**config.mk**
```make
export PLATFORM = sky130hd
export DESIGN_NAME = fifo_fill_status
export DESIGN_NICKNAME = d
export VERILOG_FILES = /design/src/fifo_fill_pkg.sv /design/src/fifo_fill_status.sv
export SDC_FILE = /design/constraint.sdc
export NUM_CORES = 1
export LEC_CHECK = 0
export ABC_CLOCK_PERIOD_IN_PS = 7400
export BUFFER_PORTS_ARGS = -buffer_cell sky130_fd_sc_hd__buf_2
export CORE_MARGIN = 3
export CORE_UTILIZATION = 55
export DETAILED_ROUTE_END_ITERATION = 8
export GPL_TIMING_DRIVEN = 0
export HOLD_SLACK_MARGIN = 0.05
export PLACE_DENSITY_LB_ADDON = 0.25
export SYNTH_ARGS = -nofsm -noshare
export SYNTH_HDL_FRONTEND = slang
export SYNTH_SLANG_ARGS = --single-unit
```
**constraint.sdc**
```tcl
create_clock -name sys_clk_i -period 7.4 [get_ports sys_clk_i]
set_input_delay 1.48 -clock sys_clk_i [delete_from_list [all_inputs] [get_ports sys_clk_i]]
set_output_delay 1.48 -clock sys_clk_i [all_outputs]
set_load 0.005 [all_outputs]
```
**src/fifo_fill_pkg.sv**
```systemverilog
package fifo_fill_pkg;
  // Address width: the FIFO holds up to 2**N - 1 entries
  localparam int unsigned ADDR_W_DEF = 4;
  // Default width of each fill count output
  localparam int unsigned CNT_W_DEF = 4;
  // Default low-fill set and clear thresholds
  localparam int unsigned SET_THR_DEF = 7;
  localparam int unsigned CLR_THR_DEF = 10;
  // Default depth of one hard primitive
  localparam int unsigned PRIM_DEPTH_DEF = 16;
  // Low-fill flag value during and after reset
  localparam logic FLAG_RST = 1'h1;
  // Margin used by the hard variant for release
  localparam int unsigned HARD_MARGIN = 1;
endpackage : fifo_fill_pkg

```
**src/fifo_fill_status.sv**
```systemverilog
// Functional notes
// Low-fill flag sets at or below set threshold
// Flag clears above clear threshold, else holds
// Hard variant: single threshold, no hysteresis (code holds at set + 1 and releases above it)
// Constant thresholds fixed, no threshold registers
// Port thresholds only change during reset
// Set threshold is below clear threshold
// Flag and read count lag one cycle
// Hard variant thresholds limited to primitive depth
// Out-of-range thresholds are never supplied
// Count width at most log2 depth, keep MSBs
// Exact count updates on the access edge
// Read-side count never overstates content
// Read count width limited, drops low bits
// Read shows in read count after next edge
// Writes reach read count several cycles late
// Write-side count never understates content
// Write count width limited, drops low bits
// Write shows in write count after next edge
// Reads reach write count several cycles late
// Counts held at zero during reset
// Crossing pointers Gray coded and synchronised
`timescale 1ns/1ps
module fifo_fill_status
  import fifo_fill_pkg::*;
#(
  parameter int unsigned ADDR_W = ADDR_W_DEF,
  parameter int unsigned CNT_W = CNT_W_DEF,
  parameter bit THR_PORTS = 1'b1,
  parameter bit HARD_FIFO = 1'b0,
  parameter int unsigned SET_CONST = SET_THR_DEF,
  parameter int unsigned CLR_CONST = CLR_THR_DEF,
  parameter int unsigned PRIM_DEPTH = PRIM_DEPTH_DEF
) (
  input wire logic sys_clk_i, // System clock, 100 MHz
  input wire logic rst_b_i, // Synchronous FIFO reset, active low
  input wire logic wr_en_i, // Write request
  input wire logic rd_en_i, // Read request
  input wire logic [ADDR_W-1:0] set_thr_i, // Low-fill set threshold
  input wire logic [ADDR_W-1:0] clr_thr_i, // Low-fill clear threshold
  output logic low_fill_o, // Low-fill flag
  output logic [CNT_W-1:0] fill_cnt_o, // Exact fill count
  output logic [CNT_W-1:0] rd_cnt_o, // Read-side fill count
  output logic [CNT_W-1:0] wr_cnt_o // Write-side fill count
);

  // Binary to Gray
  function automatic logic [ADDR_W-1:0] to_gray(input logic [ADDR_W-1:0] b);
    to_gray = b ^ (b >> 1);
  endfunction

  // Gray to binary
  function automatic logic [ADDR_W-1:0] to_bin(input logic [ADDR_W-1:0] g);
    logic [ADDR_W-1:0] b;
    b = g;
    for (int i = ADDR_W - 2; i >= 0; i--) begin
      b[i] = b[i+1] ^ g[i];
    end
    to_bin = b;
  endfunction

  // Keep the upper bits of a count
  function automatic logic [CNT_W-1:0] keep_msb(input logic [ADDR_W-1:0] c);
    keep_msb = c[ADDR_W-1 -: CNT_W];
  endfunction

  // Largest storable entry count
  localparam logic [ADDR_W-1:0] FULL_CNT = {ADDR_W{1'b1}};
  // Hard variant threshold ceiling
  localparam logic [ADDR_W-1:0] PRIM_MAX = ADDR_W'(PRIM_DEPTH - 1);

  logic [ADDR_W-1:0] wptr_q, wptr_d; // Write pointer
  logic [ADDR_W-1:0] rptr_q, rptr_d; // Read pointer
  logic [ADDR_W-1:0] cnt_q, cnt_d; // Exact entry count
  logic [ADDR_W-1:0] wg_q; // Gray write pointer, launch flop
  logic [ADDR_W-1:0] rg_q; // Gray read pointer, launch flop
  logic [ADDR_W-1:0] wg_s1_q, wg_s2_q; // Write pointer synchroniser
  logic [ADDR_W-1:0] rg_s1_q, rg_s2_q; // Read pointer synchroniser
  logic [ADDR_W-1:0] rd_cnt_q, rd_cnt_d; // Read-side count
  logic [ADDR_W-1:0] wr_cnt_q, wr_cnt_d; // Write-side count
  logic [ADDR_W-1:0] set_q, clr_q; // Thresholds caught in reset
  logic low_q, low_d; // Low-fill flag state

  // Accepted accesses: no write when full, no read when empty
  wire wr_ok = wr_en_i && (cnt_q != FULL_CNT);
  wire rd_ok = rd_en_i && (cnt_q != '0);
  // Write pointer seen by the read side, and vice versa
  wire [ADDR_W-1:0] wsb = to_bin(wg_s2_q);
  wire [ADDR_W-1:0] rsb = to_bin(rg_s2_q);
  // Constant thresholds need no storage
  wire [ADDR_W-1:0] set_raw = THR_PORTS ? set_q : ADDR_W'(SET_CONST);
  wire [ADDR_W-1:0] clr_raw = THR_PORTS ? clr_q : ADDR_W'(CLR_CONST);
  // Hard variant clamps the threshold into one primitive
  wire [ADDR_W-1:0] set_lim = (set_raw > PRIM_MAX) ? PRIM_MAX : set_raw;
  wire [ADDR_W-1:0] set_thr = HARD_FIFO ? set_lim : set_raw;
  // Hard variant: single threshold, release above the level one above it
  wire [ADDR_W:0] clr_ext = HARD_FIFO ? ({1'b0, set_thr} + (ADDR_W+1)'(HARD_MARGIN))
                                      : {1'b0, clr_raw};
  wire at_set = cnt_q <= set_thr;
  wire above_clr = {1'b0, cnt_q} > clr_ext;
  // Writes not yet seen by the read side
  wire [ADDR_W-1:0] w_lag = wptr_q - wsb;
  // Reads not yet seen by the write side
  wire [ADDR_W-1:0] r_lag = rptr_q - rsb;
  // Read side would go below zero: show empty instead
  wire rd_under = w_lag > cnt_q;
  // Write side sum, one bit wider so it cannot wrap
  wire [ADDR_W:0] wr_sum = {1'b0, cnt_q} + {1'b0, r_lag};
  // Write side would pass full: show full instead
  wire wr_over = wr_sum > {1'b0, FULL_CNT};

  // Pointer and exact count next values
  assign wptr_d = wr_ok ? wptr_q + 1'b1 : wptr_q;
  assign rptr_d = rd_ok ? rptr_q + 1'b1 : rptr_q;
  assign cnt_d = cnt_q + ADDR_W'(wr_ok) - ADDR_W'(rd_ok);
  // Read side counts against a stale write pointer: low side
  assign rd_cnt_d = rd_under ? '0 : wsb - rptr_q;
  // Write side counts against a stale read pointer: high side
  assign wr_cnt_d = wr_over ? FULL_CNT : wr_sum[ADDR_W-1:0];
  // Set wins, release only above the clear level, else hold
  assign low_d = at_set ? 1'b1 : (above_clr ? 1'b0 : low_q);

  // Pointers and exact count
  always_ff @(posedge sys_clk_i) begin
    if (!rst_b_i) begin
      wptr_q <= '0;
      rptr_q <= '0;
      cnt_q <= '0;
    end else begin
      wptr_q <= wptr_d;
      rptr_q <= rptr_d;
      cnt_q <= cnt_d;
    end
  end

  // Gray launch flops and two-stage synchronisers
  always_ff @(posedge sys_clk_i) begin
    if (!rst_b_i) begin
      wg_q <= '0;
      rg_q <= '0;
      wg_s1_q <= '0;
      wg_s2_q <= '0;
      rg_s1_q <= '0;
      rg_s2_q <= '0;
    end else begin
      wg_q <= to_gray(wptr_q);
      rg_q <= to_gray(rptr_q);
      wg_s1_q <= wg_q;
      wg_s2_q <= wg_s1_q;
      rg_s1_q <= rg_q;
      rg_s2_q <= rg_s1_q;
    end
  end

  // Side counts and the low-fill flag
  always_ff @(posedge sys_clk_i) begin
    if (!rst_b_i) begin
      rd_cnt_q <= '0;
      wr_cnt_q <= '0;
      low_q <= FLAG_RST;
    end else begin
      rd_cnt_q <= rd_cnt_d;
      wr_cnt_q <= wr_cnt_d;
      low_q <= low_d;
    end
  end

  // Threshold ports are sampled only while in reset
  always_ff @(posedge sys_clk_i) begin
    if (!rst_b_i) begin
      set_q <= set_thr_i;
      clr_q <= clr_thr_i;
    end
  end

  // Output registers
  always_ff @(posedge sys_clk_i) begin
    if (!rst_b_i) begin
      low_fill_o <= FLAG_RST;
      fill_cnt_o <= '0;
      rd_cnt_o <= '0;
      wr_cnt_o <= '0;
    end else begin
      low_fill_o <= low_d;
      fill_cnt_o <= keep_msb(cnt_d);
      rd_cnt_o <= keep_msb(rd_cnt_d);
      wr_cnt_o <= keep_msb(wr_cnt_d);
    end
  end
endmodule // fifo_fill_status

```
==> qor.yml, run 1 <==
h_tree_depth_reported_by_cts: 2
post_drt_via_cell_ratio: 5.05
min_period_ps: 3060
timing.final.setup_violations: 0
cp-end-kind: "register"
switchingPower_uw: 269
grt_pass1_vias: 1586
worst_hold_path.num_cells: 1
placeableCoreArea_um2: 4410
fin_util_pct: 64.1
synth_seq_area_share_pct: 44.7
criticalPathCategory: "reg -> reg"
synth_edf_count: 8
die-area_um2: 5500
power.density_nw_per_um2: 284
cts.repair_timing.setup_buffer_count: 0
part_of_the_power_in_the_clock_network_pct: 20.5
cts-root-buf: "sky130_fd_sc_hd__clkbuf_8"
grt_max_degree: 18
crit_required_ps: 7640
critical_path.startpoint_type: "register"
cell_internal_pwr_uw: 534
detailed_placement_wirelength_estimate_mm: 3.10
io_buffer_count: 24
status: "finished, final reports clean"
hold_end: "wg_s2_q[3]"
post_synth_main_area_contributors: "sky130_fd_sc_hd__dfxtp_1, sky130_fd_sc_hd__ha_1, sky130_fd_sc_hd__edfxtp_1"
flow.area_growth_from_synthesis_pct: 10.7
postSynthCellCount: 240
timing.rr.end: "rd_cnt_o[0]"
die_y_um: 74.2
cap_violations: 0
final_max_slew_viol_count: 0
detailedPlace.worstSlack_ps: 4340
design.final.nets: 323
routed_vias: 1636
layout_commonest_cell: "sky130_fd_sc_hd__dfxtp_1"
synth_cell_type_count: 31
grt_pass1_wl_mm: 7.31
per_instance_average_area_after_synthesis_um2: 10.6
finalWirelength_mm: 4.11
grtUsageTotal_pct: 17.7
setup-tns-final_ps: 0
rsz0062_at_grt: "no"
mappedNetlistNets: 292
regToRegSetupSlack_ps: 4340
yosys_register_bits: 53
post-route-period-util_pct: 41.4
io_pins: 25
insertedDiodeCount: 0
swShare_pct: 33.4
drive_gt1_share_pct: 13.2
postSynth.asyncResetShare_pct: 0
initial_core_util_pct: 57.9
initial_antenna_violation_count: 0
maximum_count_of_clock_buffers_along_a_single_path: 2
post_synth_instance_area_um2: 2550
tritoncts: "yes"
yosysWarnings: 0
drt_pass1_iterations: 4
power.combinational.fraction_pct: 34.1
crit_path_max_fanout: 4
worst_clock_skew_ps: 8.16
ir_worst_vdd_mv: 0.157
route.detailed.drc: 0
max_slew.worst_pin.slew_ps: 912
totalPowerFinal_uw: 803
detail_route.iter0.violations: 80
cts_resized: 0
synth_top_cell_by_area: "sky130_fd_sc_hd__dfxtp_1"
std_cell_rows: 24
layout_setup_ws_ps: 4340
cell_leakage_power_uw: 0.00135
r2r_start: "wg_s2_q[3]"
overflow_after_grt: 0
globalplace.congestion: 0.798
synth.top_cell.area_share_pct: 35.3
die-width_um: 74.2
ant_nets: 0
pwr-share-seq_pct: 45.5
worstPathArrival_ps: 3300
clk_pin_slew_worst_paths_ps: 100
cts-buffers-inserted: 5
cts.hold.buffers_added: 0
worst-r2r-cell-count: 11
layout_common_cells: "sky130_fd_sc_hd__dfxtp_1, sky130_fd_sc_hd__ha_1, sky130_fd_sc_hd__inv_1"
cts.sinks: 53
maxClockFrequency_mhz: 327
wire_per_inst_um: 12.7
hold_path_startpoint: "wg_s1_q[3]"
slew-limit-headroom_pct: 39.2
hold_class: "reg -> reg"
most_frequently_used_flop_master_after_synthesis: "sky130_fd_sc_hd__dfxtp_1"
finalHoldViolCount: 0
clk-insertion-delay-late_ps: 310
-- metal layers --
layer,routed length (um),global-route usage (%),vias to the layer above
li1,-,-,852
met1,1950,23.7,745
met2,1860,27.1,30
met3,191,4.19,9
met4,102,8.25,0
met5,0,0,-
-- through the flow --
stage	area (um2)	std cells	hold slack, ps
after floorplan	2550	240	412
after global placement	2740	316	414
after detailed placement	2740	316	418
after CTS	2830	324	440
after global routing	2830	324	453
final	2830	324	441
-- power groups by stage --
| stage | logic, uW | clock network (uW) | registers, uW |
|---|---|---|---|
| floorplan | 199 | 0 | 368 |
| finish | 274 | 164 | 365 |
| detailed placement | 275 | 0 | 372 |
| CTS | 277 | 170 | 366 |
| global placement | 264 | 0 | 372 |
| global route | 320 | 182 | 372 |
-- final cells by class --
| class | instances | area, um2 |
|---|---|---|
| buffer | 4 | 15.0 |
| clock buffer | 5 | 68.8 |
| clock inverter | 3 | 20.0 |
| fill | 349 | 1590 |
| inverter | 30 | 113 |
| multi-input combinational | 153 | 1290 |
| sequential | 53 | 1140 |
| tap | 52 | 65.1 |
| timing repair buffer | 24 | 120 |
-- synth_stat cells (all sizes together), types with 5 or more instances --
master	count
edfxtp	8
nor2	21
xnor2	17
inv	29
xor2	9
and2	23
a21oi	6
a21o	7
ha	35
nand3	5
dfxtp	45
fa	5
-- sequential cells by signal, summed over array words and instances (netlist names), 4 cells and up --
| signal | count |
|---|---|
| clr_q | 4 |
| fill_cnt_o | 4 |
| rd_cnt_o | 4 |
| rg_q | 4 |
| rg_s1_q | 4 |
| rg_s2_q | 4 |
| rptr_q | 4 |
| set_q | 4 |
| wg_q | 4 |
| wg_s1_q | 4 |
| wg_s2_q | 4 |
| wptr_q | 4 |
| wr_cnt_o | 4 |
-- worst max-delay path by stage --
| stage | startpoint | to | slack, ps | cells after the start |
|---|---|---|---|---|
| after floorplan | rd_en_i | fill_cnt_o[2] | 4640 | 9 |
| final | wg_s2_q[3] | rd_cnt_o[0] | 4340 | 11 |
| after detailed placement | wg_s2_q[3] | rd_cnt_o[0] | 4340 | 11 |
| after CTS | wg_s2_q[3] | rd_cnt_o[0] | 4320 | 11 |
| after global routing | rg_s2_q[3] | wr_cnt_o[3] | 4080 | 10 |
| after global placement | wg_s2_q[3] | rd_cnt_o[0] | 4390 | 11 |
-- cell families after synthesis --
group	count (synthesis)	synth area share [%]
and+or+nand+nor	62	12.8
DFF	53	44.7
adders and majority gates	40	21.1
buffers and inverters	34	4.99
xor gates and xnor gates	26	9.79
AOI/OAI and AO/OA	25	6.71
-- worst max-delay path, cell delays in order (launching register included) --
cell                        delay, ps
sky130_fd_sc_hd__dfxtp_1          450
sky130_fd_sc_hd__xor2_2           260
sky130_fd_sc_hd__xnor2_2          140
sky130_fd_sc_hd__xnor2_2          170
sky130_fd_sc_hd__ha_1             220
sky130_fd_sc_hd__fa_1             380
sky130_fd_sc_hd__xnor2_1          140
sky130_fd_sc_hd__ha_1             300
sky130_fd_sc_hd__and3b_1          170
sky130_fd_sc_hd__a2111oi_0        310
sky130_fd_sc_hd__o21ai_0          260
sky130_fd_sc_hd__nor2_1           180
(Power assumes the default switching activity.)
==> inputs of run 2 (changes only) <==
--- a/config.mk
+++ b/config.mk
@@ -5,7 +5,8 @@
 export SDC_FILE = /design/constraint.sdc
 export NUM_CORES = 1
 export LEC_CHECK = 0
-export ABC_CLOCK_PERIOD_IN_PS = 7400
+export ABC_AREA = 1
+export ABC_CLOCK_PERIOD_IN_PS = 3200
 export BUFFER_PORTS_ARGS = -buffer_cell sky130_fd_sc_hd__buf_2
 export CORE_MARGIN = 3
 export CORE_UTILIZATION = 55
==> constraint.sdc (replaced) <==
create_clock -name sys_clk_i -period 3.2 [get_ports sys_clk_i]
set_input_delay 0.64 -clock sys_clk_i [delete_from_list [all_inputs] [get_ports sys_clk_i]]
set_output_delay 0.64 -clock sys_clk_i [all_outputs]
set_load 0.005 [all_outputs]
==> qor.yml, run 2 <==
mappedNetlistNets: 393
critical_path.startpoint_type: "register"
post_drt_via_cell_ratio: 4.72
grt_pass1_wl_mm: 8.47
crit_path_max_fanout: 5
synth_seq_area_share_pct: 41.0
cp_cell_sequence: "xnor2_1 > nand2_1 > nand2_1 > nand2_1 > nand2_1 > ha_1 > inv_1 > fa_1 > xor2_1 > ha_1 > nand2_1 > inv_1 > a21oi_1 > nand3_1 > nand2_1 > inv_1"
io_pins: 25
design.final.nets: 423
ir_worst_vdd_mv: 0.317
power.density_nw_per_um2: 661
detailed_placement_wirelength_estimate_mm: 3.75
netlist_top_cells_count: "sky130_fd_sc_hd__nand2_1, sky130_fd_sc_hd__inv_1, sky130_fd_sc_hd__dfxtp_1"
worst_clock_skew_ps: 5.90
fin_util_pct: 64.1
grt_max_degree: 17
die_y_um: 77.1
grt_pass1_vias: 2050
fillerInstances: 445
slew-limit-headroom_pct: 64.3
critical_path_max_stage_delay_ps: 400
post_synth_main_area_contributors: "sky130_fd_sc_hd__dfxtp_1, sky130_fd_sc_hd__ha_1, sky130_fd_sc_hd__nand2_1"
postSynth.asyncResetShare_pct: 0
status: "finished, final reports clean"
layout_commonest_cell: "sky130_fd_sc_hd__nand2_1"
die-width_um: 77.1
maximum_count_of_clock_buffers_along_a_single_path: 2
min_period_ps: 2740
overflow_after_grt: 0
timing.final.setup_violations: 0
layout_common_cells: "sky130_fd_sc_hd__nand2_1, sky130_fd_sc_hd__inv_1, sky130_fd_sc_hd__dfxtp_1"
maxClockFrequency_mhz: 365
cts.hold.buffers_added: 0
finalWirelength_mm: 4.74
yosysWarnings: 0
dpl-instance-area_um2: 2980
final_cell_area_um2: 3090
cap_violations: 0
synth_top_cell_by_area: "sky130_fd_sc_hd__dfxtp_1"
synth_cell_type_count: 20
grtUsageTotal_pct: 17.9
setup-tns-final_ps: 0
synth_edf_count: 8
initial_core_util_pct: 57.7
hold_class: "reg -> reg"
post-route-period-util_pct: 85.6
post_synth_instance_area_um2: 2780
placeableCoreArea_um2: 4820
wire_per_inst_um: 10.8
postSynthCellCount: 341
cpMaxStageDelayCell: "sky130_fd_sc_hd__dfxtp_1"
worstPathArrival_ps: 2960
route.detailed.drc: 0
die-area_um2: 5940
per_instance_average_area_after_synthesis_um2: 8.15
rsz0062_at_grt: "no"
cts-root-buf: "sky130_fd_sc_hd__clkbuf_8"
insertedDiodeCount: 0
flow.area_growth_from_synthesis_pct: 11.0
path_buf_inv: 3
tritoncts: "yes"
globalplace.congestion: 0.782
std_cell_rows: 25
finalHoldViolCount: 0
io_buffer_count: 23
max_slew.worst_pin.slew_ps: 535
final_max_slew_viol_count: 0
clk-insertion-delay-late_ps: 310
ant_nets: 0
clk_pin_slew_worst_paths_ps: 90
drive_gt1_share_pct: 10.8
routed_vias: 2072
detail_route.iter0.violations: 67
yosysMostFrequentCell: "sky130_fd_sc_hd__nand2_1"
cp-end-kind: "register"
cell_leakage_power_uw: 0.00176
cts.sinks: 53
cts_resized: 0
yosys_register_bits: 53
most_frequently_used_flop_master_after_synthesis: "sky130_fd_sc_hd__dfxtp_1"
synth.top_cell.area_share_pct: 32.4
hold-worst-slack_ps: 418
h_tree_depth_reported_by_cts: 2
cell_type_group_with_the_largest_total_delay_on_the_critical_path: "adder cells"
cts.repair_timing.setup_buffer_count: 0
crit_required_ps: 3420
critPathMostFrequentCell: "sky130_fd_sc_hd__nand2_1"
drt_pass1_iterations: 4
cts-buffers-inserted: 5
initial_antenna_violation_count: 0
criticalPathCategory: "reg -> reg"
[run 2: cell types whose count changed after synthesis, moves of 4 or more]
cell	delta
sky130_fd_sc_hd__a21o_1	-7
sky130_fd_sc_hd__a21oi_1	+13
sky130_fd_sc_hd__and2_1	-23
sky130_fd_sc_hd__buf_2	+5
sky130_fd_sc_hd__clkbuf_1	-4
sky130_fd_sc_hd__inv_1	+52
sky130_fd_sc_hd__nand2_1	+82
sky130_fd_sc_hd__nand3_1	+8
sky130_fd_sc_hd__nand4_1	-4
sky130_fd_sc_hd__nor2_1	-4
sky130_fd_sc_hd__o21ai_0	+5
sky130_fd_sc_hd__xnor2_1	-11
[run 2: cell type report]
cell class / instances / area (um2) / area share [%]
plain buffers: 5 / 25.0 / 0.811
repair buffers: 23 / 115 / 3.73
well taps: 67 / 83.8 / 2.72
flip-flops and latches: 53 / 1140 / 37.0
clock buffers: 7 / 97.6 / 3.16
clock inverters: 1 / 8.76 / 0.284
inverters: 80 / 300 / 9.73
multi-input cells: 203 / 1310 / 42.6
[run 2: stage by stage]
stage | total power, uW | worst slack, ps | std cells
2_1_floorplan | 1420 | 729 | 341
3_3_place_gp | 1590 | 501 | 431
3_5_place_dp | 1630 | 475 | 431
4_1_cts | 2070 | 458 | 439
5_1_grt | 2230 | 126 | 439
6_report | 2040 | 459 | 439
[run 2: worst min-delay path, cell delays in order (launching register included)]
cell	delay, ps
sky130_fd_sc_hd__dfxtp_1	320
sky130_fd_sc_hd__nand2_1	40
sky130_fd_sc_hd__inv_1	40
[run 2: kinds of logic after synthesis]
family	Yosys count	synth area share (%)
AOI/OAI and AO/OA	27	4.95
and+or+nand+nor	122	18.0
adders and majority gates	40	19.4
DFF	53	41.0
buffers and inverters	85	11.7
xor gates and xnor gates	14	4.95
[run 2: per-layer routing]
layer,global-route usage (%),vias up,wire length (um)
li1,-,1095,-
met1,20.0,941,2080
met2,33.2,25,2410
met3,2.46,11,127
met4,8.90,0,113
met5,0,-,0
[run 2: path summary, 6_finish.rpt]
check | from | to | slack, ps | cells after the start
setup / recovery | rg_s2_q[3] | wr_cnt_o[3] | 460 | 16
hold / removal | wg_q[2] | wg_s1_q[2] | 420 | 2
setup reg to reg | rg_s2_q[3] | wr_cnt_o[3] | 460 | 16
hold reg to reg | wg_q[2] | wg_s1_q[2] | 420 | 2
[run 2: where the power goes]
part / total, uW / internal [uW] / leakage, uW / switching, uW
logic: 758 / 330 / 0.00126 / 428
clock network: 422 / 204 / 0.0000536 / 219
registers: 858 / 774 / 0.000446 / 84.2
